[config.mk]
export PLATFORM = sky130hd
export DESIGN_NAME = lpc_pin_bank
export DESIGN_NICKNAME = d
export VERILOG_FILES = /design/src/include/lpc_pkg.sv /design/src/rtl/lpc_pin_bank.sv
export SDC_FILE = /design/constraint.sdc
export NUM_CORES = 1
export LEC_CHECK = 0
export BUFFER_PORTS_ARGS = -buffer_cell sky130_fd_sc_hd__clkbuf_2
export CORE_ASPECT_RATIO = 0.75
export CORE_MARGIN = 5
export CORE_UTILIZATION = 46
export CTS_CLUSTER_DIAMETER = 40
export DETAILED_ROUTE_END_ITERATION = 6
export GPL_TIMING_DRIVEN = 0
export HOLD_SLACK_MARGIN = 0.03
export PLACE_DENSITY = 0.88
export SYNTH_ARGS = -nofsm -noshare
export SYNTH_HDL_FRONTEND = slang
export SYNTH_SLANG_ARGS = --single-unit
[constraint.sdc]
create_clock -name hclk -period 2.7 [get_ports hclk]
set_clock_uncertainty 0.1 [all_clocks]
set_input_delay 0.54 -clock hclk [delete_from_list [all_inputs] [get_ports hclk]]
set_output_delay 0.54 -clock hclk [all_outputs]
set_load 0.05 [all_outputs]
[src/include/lpc_pkg.sv]
/*
 * constants for the link pin configuration bank: register offsets,
 * field positions, reset values and pin mode encodings.
 * assumes a 32-bit ahb-lite register bus, one word per register.
 */
package lpc_pkg;
  // printed offsets are not word multiples: these are indices
  localparam logic [7:0] IDX_PIN0_SETUP = 8'h1D;
  localparam logic [7:0] IDX_PINS1_2_SETUP = 8'h1E;
  localparam logic [7:0] IDX_PIN3_SETUP = 8'h1F;
  localparam logic [7:0] IDX_PORT_CTRL = 8'h30;
  localparam logic [7:0] IDX_PIN_STATUS = 8'h31;
  // field positions within a nibble
  localparam int POS_FUNC_EN = 0;
  localparam int POS_DIR = 1;
  localparam int POS_REMOTE = 2;
  localparam int POS_LEVEL = 3;
  localparam int POS_HI_NIBBLE = 4;
  // reset values of the writable nibbles
  localparam logic [3:0] RST_PIN_NIBBLE = 4'h0;
  localparam logic RST_PORT_SEL = 1'b0;
  // arbitrary neutral revision value
  localparam logic [3:0] REVISION_CODE = 4'h5;
  // {direction, function_enable}
  localparam logic [1:0] MODE_FUNCTIONAL = 2'h0;
  localparam logic [1:0] MODE_GP_OUT = 2'h1;
  localparam logic [1:0] MODE_TRISTATE = 2'h2;
  localparam logic [1:0] MODE_GP_IN = 2'h3;
  localparam int NUM_PINS = 4;
endpackage : lpc_pkg

[src/rtl/lpc_pin_bank.sv]
/*
 * link pin configuration bank: three setup registers steer four pins,
 * or the second port's four pins when the port select is set.
 * assumes functional signals, link values and pin inputs come from
 * outside; link values and pin inputs are synchronised here.
 */
// Implementation choice: the AHB-Lite register port.
// ****************************************************************
// Overview of operation
// RULE_01 - mode 00 functional output, 10 tri-state
// RULE_02 - mode 01 gp output, 11 gp input
// RULE_03 - local level driven only in gp output
// RULE_04 - remote bit forces output with link value
// RULE_05 - remote bit clear ignores link value
// RULE_06 - port select moves control to second port
// RULE_07 - low nibble: enable bit0, direction bit1
// RULE_08 - high nibble: enable bit4, direction bit5
// RULE_09 - reserved and revision bits ignore writes
// ****************************************************************
`timescale 1ns/100ps
module lpc_pin_bank #(
  parameter int NPINS = lpc_pkg::NUM_PINS
) (
  input wire logic hclk,
  input wire logic hresetn,
  input wire logic hsel,
  input wire logic [31:0] haddr,
  input wire logic [1:0] htrans,
  input wire logic hwrite,
  input wire logic [2:0] hsize,
  input wire logic [31:0] hwdata,
  input wire logic hready,
  output logic hreadyout,
  output logic hresp,
  output logic [31:0] hrdata,
  input wire logic [NPINS-1:0] func_out,
  input wire logic [NPINS-1:0] link_value,
  input wire logic [NPINS-1:0] pin_in,
  input wire logic [NPINS-1:0] second_pin_in,
  output logic [NPINS-1:0] pin_out,
  output logic [NPINS-1:0] pin_oe,
  output logic [NPINS-1:0] second_pin_out,
  output logic [NPINS-1:0] second_pin_oe,
  output logic [NPINS-1:0] pin_sampled,
  output logic secondary_port_select
);
  // ****************************************************************
  // register bus
  // ****************************************************************
  logic wr_pend;
  logic [7:0] wr_idx;
  logic [3:0] pin_nib [NPINS];
  logic [NPINS-1:0] link_s1, link_s2, in_s1, in_s2, sin_s1, sin_s2;

  function automatic logic [7:0] idx_of(input logic [31:0] a);
    idx_of = a[9:2];
  endfunction : idx_of

  function automatic logic [1:0] mode_of(input logic [3:0] n);
    // pair is {direction, function_enable}
    mode_of = {n[lpc_pkg::POS_DIR], n[lpc_pkg::POS_FUNC_EN]}; // RULE_07
  endfunction : mode_of

  wire addr_ok = hsel && hready && htrans[1];

  always_ff @(posedge hclk or negedge hresetn) begin
    if (!hresetn) begin
      wr_pend <= 1'b0;
      wr_idx <= 8'h00;
    end else begin
      wr_pend <= addr_ok && hwrite;
      if (addr_ok) begin
        wr_idx <= idx_of(haddr);
      end
    end
  end

  // every transfer completes in zero wait states with OKAY
  always_ff @(posedge hclk or negedge hresetn) begin
    if (!hresetn) begin
      hreadyout <= 1'b1;
      hresp <= 1'b0;
    end else begin
      hreadyout <= 1'b1;
      hresp <= 1'b0;
    end
  end

  // register contents as they stand after this edge; the read decode
  // uses them too, so a read right behind a write sees the new value
  // instead of the contents from before the write's data phase
  logic [3:0] next_nib [NPINS];
  logic next_port_select;
  always_comb begin
    for (int i = 0; i < NPINS; i++) begin
      next_nib[i] = pin_nib[i];
    end
    next_port_select = secondary_port_select;
    if (wr_pend) begin
      // only the low nibble of pin0 and pin3 setup is writable
      case (wr_idx)
        lpc_pkg::IDX_PIN0_SETUP: next_nib[0] = hwdata[3:0]; // RULE_09
        lpc_pkg::IDX_PINS1_2_SETUP: begin
          next_nib[1] = hwdata[3:0]; // RULE_07
          next_nib[2] = hwdata[7:4]; // RULE_08
        end
        lpc_pkg::IDX_PIN3_SETUP: next_nib[3] = hwdata[3:0]; // RULE_09
        lpc_pkg::IDX_PORT_CTRL: next_port_select = hwdata[0];
        default: ;
      endcase
    end
  end

  // a write lands at the end of its data phase
  always_ff @(posedge hclk or negedge hresetn) begin
    if (!hresetn) begin
      for (int i = 0; i < NPINS; i++) begin
        pin_nib[i] <= lpc_pkg::RST_PIN_NIBBLE;
      end
      secondary_port_select <= lpc_pkg::RST_PORT_SEL;
    end else if (wr_pend) begin
      for (int i = 0; i < NPINS; i++) begin
        pin_nib[i] <= next_nib[i];
      end
      secondary_port_select <= next_port_select;
    end
  end

  // read data decoded in the address phase, registered for data phase
  always_ff @(posedge hclk or negedge hresetn) begin
    if (!hresetn) begin
      hrdata <= 32'h0000_0000;
    end else if (addr_ok && !hwrite) begin
      case (idx_of(haddr))
        lpc_pkg::IDX_PIN0_SETUP:
          hrdata <= {24'h00_0000, lpc_pkg::REVISION_CODE, next_nib[0]};
        lpc_pkg::IDX_PINS1_2_SETUP:
          hrdata <= {24'h00_0000, next_nib[2], next_nib[1]};
        lpc_pkg::IDX_PIN3_SETUP:
          hrdata <= {28'h000_0000, next_nib[3]}; // RULE_09
        lpc_pkg::IDX_PORT_CTRL:
          hrdata <= {31'h0000_0000, next_port_select};
        // status is read-only, so no write can be in flight for it
        lpc_pkg::IDX_PIN_STATUS:
          hrdata <= 32'(pin_sampled);
        default: hrdata <= 32'h0000_0000;
      endcase
    end
  end

  // ****************************************************************
  // input synchronisers
  // ****************************************************************
  always_ff @(posedge hclk or negedge hresetn) begin
    if (!hresetn) begin
      link_s1 <= '0;
      link_s2 <= '0;
      in_s1 <= '0;
      in_s2 <= '0;
      sin_s1 <= '0;
      sin_s2 <= '0;
    end else begin
      link_s1 <= link_value;
      link_s2 <= link_s1;
      in_s1 <= pin_in;
      in_s2 <= in_s1;
      sin_s1 <= second_pin_in;
      sin_s2 <= sin_s1;
    end
  end

  // ****************************************************************
  // pin drive
  // ****************************************************************
  logic [NPINS-1:0] next_out, next_oe;
  always_comb begin
    next_out = '0;
    next_oe = '0;
    for (int i = 0; i < NPINS; i++) begin
      if (pin_nib[i][lpc_pkg::POS_REMOTE]) begin
        next_oe[i] = 1'b1; // RULE_04
        next_out[i] = link_s2[i]; // RULE_04
      end else begin
        // link value not consulted here
        case (mode_of(pin_nib[i])) // RULE_05
          lpc_pkg::MODE_FUNCTIONAL: begin
            next_oe[i] = 1'b1; // RULE_01
            next_out[i] = func_out[i]; // RULE_01
          end
          lpc_pkg::MODE_TRISTATE: next_oe[i] = 1'b0; // RULE_01
          lpc_pkg::MODE_GP_OUT: begin
            next_oe[i] = 1'b1; // RULE_02
            next_out[i] = pin_nib[i][lpc_pkg::POS_LEVEL]; // RULE_03
          end
          lpc_pkg::MODE_GP_IN: next_oe[i] = 1'b0; // RULE_02
          default: next_oe[i] = 1'b0;
        endcase
      end
    end
  end

  // the unselected port is parked undriven
  always_ff @(posedge hclk or negedge hresetn) begin
    if (!hresetn) begin
      pin_out <= '0;
      pin_oe <= '0;
      second_pin_out <= '0;
      second_pin_oe <= '0;
      pin_sampled <= '0;
    end else if (secondary_port_select) begin
      pin_out <= '0;
      pin_oe <= '0;
      second_pin_out <= next_out; // RULE_06
      second_pin_oe <= next_oe; // RULE_06
      pin_sampled <= sin_s2; // RULE_06
    end else begin
      pin_out <= next_out;
      pin_oe <= next_oe;
      second_pin_out <= '0;
      second_pin_oe <= '0;
      pin_sampled <= in_s2;
    end
  end
endmodule : lpc_pin_bank

### Word level (Yosys, flattened, before mapping)

Index checks and enable logic that the tools add are counted.

| operators by class | value |
|---|---|
| add/sub/neg operators | 0 |
| multiply operators | 0 |
| divide/modulo/power cells | 0 |
| $lt $le $gt $ge | 0 |
| equal/unequal tests | 21 |
| shift operators | 0 |
| muxes and demuxes | 28 |
| bitwise gates (word level) | 0 |
| reductions and logical operators | 17 |

Operator list:

| cell | number |
|---|---|
| equality test 8 x 5 -> 1 bit, second input constant | 6 |
| case mux 8 bit (5 select lines) | 1 |
| 2-to-1 mux 4 bit | 7 |
| equality test 8 x 6 -> 1 bit, second input constant | 3 |
| equality test 2 bit, second input constant | 8 |
| 2-to-1 mux 16 bit | 1 |
| case mux 1 bit (2 select lines) | 8 |
| OR reduction 2 bit | 8 |
| 2-to-1 mux 1 bit | 10 |
| equality test 2 x 1 -> 1 bit, second input constant | 4 |
| zero test 2 bit | 4 |
| 2-to-1 mux 8 bit | 1 |
| logical AND 1 bit | 4 |
| zero test 1 bit | 1 |

| storage, ports and cells | value |
|---|---|
| register bits | 102 |
| latch bits | 0 |
| bits in writable memories | 0 |
| ROM bits | 0 |
| input bits | 90 |
| output and inout bits | 55 |
| word-level logic and storage cells | 85 |
| memories kept | 0 |

### Longest topological paths before layout

| logic depth | value |
|---|---|
| depth after elaboration | 5 |
| mapped depth | 5 |
| mapped depth without buffers | 5 |

### Least setup slack after synthesis

Ideal clock, no wire load.

| timing | value |
|---|---|
| path kind | reg2reg |
| from | register wr_idx[1] |
| to | register hrdata[0] |
| setup time | 0.124 ns |
| arrival | 1.891 ns |
| data required time | 2.476 ns |
| setup slack | 0.585 ns |
| cell stages (with the launch flop) | 6 |
| buffers on the path | 0 |
| clock period less this slack | 2.115 ns |
| path through | dfrtp_1 > or4b_1 > nor3_1 > mux2_2 > o2111a_1 > a211o_1 |

| on the way | value |
|---|---|
| word-level cells in the longest chain between the ends | 4 |
| elaborated cells on any way between the ends | 11 |
| classes of those cells | eq/ne (4); mux (7) |

RTL lines:

| item | RTL line | source |
|---|---|---|
| from (decl) | lpc_pin_bank.sv:51 | `logic [7:0] wr_idx;` |
| from (signal assigned) | lpc_pin_bank.sv:73 | `wr_idx <= idx_of(haddr);` |
| equality test 8 x 6 -> 1 bit or equality test 8 x 5 -> 1 bit (tied branches) | lpc_pin_bank.sv:101 | `case (wr_idx)` |
| 2-to-1 mux 1 bit, or another cell as far along | lpc_pin_bank.sv:101 |  |
| 2-to-1 mux 1 bit or 2-to-1 mux 16 bit (tied branches) | lpc_pin_bank.sv:99 | `if (wr_pend) begin` |
| case mux 8 bit (5 select lines) (*) | lpc_pin_bank.sv:134 | `case (idx_of(haddr))` |
| to (signal assigned) | lpc_pin_bank.sv:136 | `hrdata <= {24'h00_0000, lpc_pkg::REVISION_CODE, next_nib[0]};` |
| to (signal assigned) | lpc_pin_bank.sv:138 | `hrdata <= {24'h00_0000, next_nib[2], next_nib[1]};` |
| to (signal assigned) | lpc_pin_bank.sv:140 | `hrdata <= {28'h000_0000, next_nib[3]};` |
| to (decl) | lpc_pin_bank.sv:35 | `output logic [31:0] hrdata,` |

Mark *: on every way between the ends. The rest lies on a longest branch, timed or not.
A chain may end at the register's enable or synchronous reset.

### Final worst setup path

Same ends and word-level chain as after synthesis.

==> impl_metrics.json <==
{
  "floorplan.initialDensity_pct": 46.7,
  "cts_post_setup_buffers_inserted": 0,
  "post-route-min-period_ps": 2260,
  "drt_iter0_markers": 159,
  "wl_met3_um": 561,
  "first_global_vias": 2145,
  "numCtsBuffers": 9,
  "final-setup-viol-count": 0,
  "hold_violations": 0,
  "portion_of_synthesized_cell_area_occupied_by_the_leading_cell_type_pct": 62.0,
  "timing.critical_path.to_type": "flop",
  "grt_max_degree": 61,
  "syn-mean-instance-area_sq_um": 13.1,
  "dieArea_sq_mm": 0.00862,
  "buffer_type_at_the_clock_tree_root": "sky130_fd_sc_hd__clkbuf_8",
  "combinational_family_with_the_most_area_after_synthesis": "simple AND/OR/NAND/NOR gates",
  "dpl.hpwl_um": 5000,
  "numPortBuffers": 66,
  "post_synth_main_area_contributors": "sky130_fd_sc_hd__dfrtp_1 (62%), sky130_fd_sc_hd__mux2_2 (9.3%), sky130_fd_sc_hd__buf_4 (6.2%)",
  "setup_tns_ps": 0,
  "core_area_sq_mm": 0.00673,
  "postRouteAntennaNets": 0,
  "finalHoldWorstSlack_ps": 206,
  "cts_clk_pin_slew_worst_paths_ps": 70,
  "largest_register_ffs": 16,
  "vdd_ir_drop_max_mv": 0.431,
  "critical_path_required_ps": 2820,
  "synth_enable_flop_cells": 0,
  "min_period_over_period_pct": 83.8,
  "clock_tree_from_tritoncts": "built",
  "antenna_found_initial": 0,
  "drt_drc_violations_left": 0,
  "finish.net_count": 433,
  "grt_first_pass_wirelength_um": 10400,
  "critPathLaunchType": "flop",
  "synth.mux.area_fraction_pct": 11.0,
  "critical_path_class": "reg2reg",
  "synth_simple_gate_area_share_pct": 12.5,
  "number_of_warnings_reported_in_the_yosys_synthesis_log": 0,
  "synth-compound-area-share_pct": 6.92,
  "synth-xor-area-share_pct": 0,
  "clock_sinks": 78,
  "pwr_density_cell_mw_per_mm2": 644,
  "worst_pin_slew_ps": 825,
  "groute.usage.overall_pct": 16.0,
  "fmaxAchievable_mhz": 442,
  "synth_area_sq_mm": 0.00315,
  "critical_path_peak_fanout": 8,
  "unrepaired_setup_endpoints_after_global_routing": "no",
  "leakagePower_nw": 1.93,
  "clk_latency_ps": 330,
  "wl_met1_um": 2620,
  "chipHeight_um": 81.6,
  "timing.critical_path.arrival_ps": 2380,
  "avgViaCountPerCell": 4.86,
  "async_reset_ff_share_pct": 100,
  "status": "completed",
  "first_pass_iters": 5,
  "num_antenna_cells": 0,
  "htree_num_levels": 3,
  "grt_remaining_overflow": 0,
  "layout_top_registers": "pin_nib: 16 flops, hrdata: 8 flops, wr_idx: 8 flops",
  "die-width_um": 106,
  "routed_len_inst_um": 14.9,
  "synth-main-ff-cell": "sky130_fd_sc_hd__dfrtp_1",
  "vias": 2096,
  "ys_seq_area_share_pct": 62.0,
  "worst_slew_margin_rel_pct": 44.8,
  "post_synth_num_cell_types": 40,
  "most_common_cell_after_layout_fill_and_taps_aside": "sky130_fd_sc_hd__dfrtp_1",
  "cts-resized-gates": 0,
  "io_pins": 145,
  "core.rowCount": 26,
  "cap_violations": 0,
  "ctsLongestPathBuffers": 2,
  "timing_max_transition_violations_final": 0,
  "synth-seq-cells": 78,
  "postLayoutSetupSlackWorst_ps": 438,
  "synth_fa_ha_area_share_pct": 0,
  "detail_route.wirelength_um": 6440,
  "place_congestion": 0.873,
  "post_route_cells_drive_above_1_share_pct": 40.1,
  "synth_cells": 240,
  "layout_common_cells": "sky130_fd_sc_hd__dfrtp_1 (78), sky130_fd_sc_hd__clkbuf_2 (65), sky130_fd_sc_hd__mux2_2 (26), sky130_fd_sc_hd__buf_4 (26), sky130_fd_sc_hd__conb_1 (26)",
  "post-synth-top-area-cell": "sky130_fd_sc_hd__dfrtp_1",
  "place_worst_setup_slack_ps": 312,
  "layout-area-overhead-vs-synth_pct": 25.0,
  "detailroute.wirelength.met2_um": 3210,
  "hold_class": "in2reg",
  "registers.top_by_ff_count": "pin_nib",
  "top_layer": "met4"
}
-- layer usage --
metal | vias up | GRT usage [%]
met4 | 0 | 5.56
met1 | 995 | 18.9
met2 | 86 | 26.5
met5 | - | 0
li1 | 1007 | -
met3 | 8 | 6.83
-- metrics by stage --
| step | std cells | instance area, sq um | power (mW) | util, % |
|---|---|---|---|---|
| after CTS | 431 | 3940 | 2.57 | 58.5 |
| after global placement | 414 | 3670 | 1.59 | 54.6 |
| after floorplan | 264 | 3240 | 1.51 | - |
| after global routing | 431 | 3940 | 2.65 | 58.5 |
| after detailed placement | 415 | 3700 | 1.61 | 55.0 |
| final | 431 | 3940 | 2.54 | 58.5 |
-- worst max-delay path, cell delays in order, from the launching register on --
cell                       delay, ps
sky130_fd_sc_hd__dfrtp_1         490
sky130_fd_sc_hd__or4b_1          540
sky130_fd_sc_hd__nor3_1          170
sky130_fd_sc_hd__mux2_2          390
sky130_fd_sc_hd__o2111a_1        240
sky130_fd_sc_hd__a211o_1         220
-- cell usage after synthesis, drive strengths merged (2+ instances only) --
cell,n
dfrtp,78
mux2,27
buf,26
a21oi,11
nand2,10
nor2,10
nor3,9
nand3,7
inv,6
nor2b,6
o21ai,5
a21boi,4
mux2i,4
nand4b,4
a32oi,3
clkbuf,3
nand4,3
a31oi,2
and2,2
conb,2
nand4bb,2
o31ai,2
-- area by class of cell --
type,instances,area (sq um)
inverters,6,22.5
repair buffers,68,370
flip-flops and latches,78,1950
clock buffers,12,155
plain buffers,29,206
well taps,84,105
fillers,563,2800
multi-input cells,151,1060
clock inverters,3,67.6
-- logic make-up (layout without fill, tap and decap cells) --
logic type / count (synthesis) / in the layout
compound gates: 33 / 33
buf+inv: 35 / 118
flops: 78 / 78
other cells: 2 / 26
simple gates: 61 / 61
mux: 31 / 31
-- final timing paths --
| kind | from | endpoint | slack (ps) | cells past startpoint |
|---|---|---|---|---|
| worst max-delay path | wr_idx[1]$_DFFE_PN0P_ | hrdata[0]$_DFFE_PN0P_ | 440 | 5 |
| worst min-delay path | second_pin_in[3] | sin_s1[3]$_DFF_PN0_ | 210 | 1 |
| worst max register to register | wr_idx[1]$_DFFE_PN0P_ | hrdata[0]$_DFFE_PN0P_ | 440 | 5 |
| worst min register to register | link_s1[2]$_DFF_PN0_ | link_s2[2]$_DFF_PN0_ | 250 | 0 |
| max in group asynchronous | hresetn | pin_out[3]$_DFF_PN0_ | 1370 | 3 |
| min in group asynchronous | hresetn | in_s1[0]$_DFF_PN0_ | 550 | 2 |
-- where the power goes --
part / internal (mW) / switching, mW / total (mW)
combinational: 0.111 / 0.207 / 0.318
sequential: 1.23 / 0.0457 / 1.27
clock: 0.566 / 0.379 / 0.946
total: 1.90 / 0.632 / 2.54
-- what timing repair did --
item	CTS	global route
hold endpoints to repair	18	0
hold buffers	1	0
endpoints found under the setup margin	0	0
Note: power is estimated with default switching activity, not from simulation.
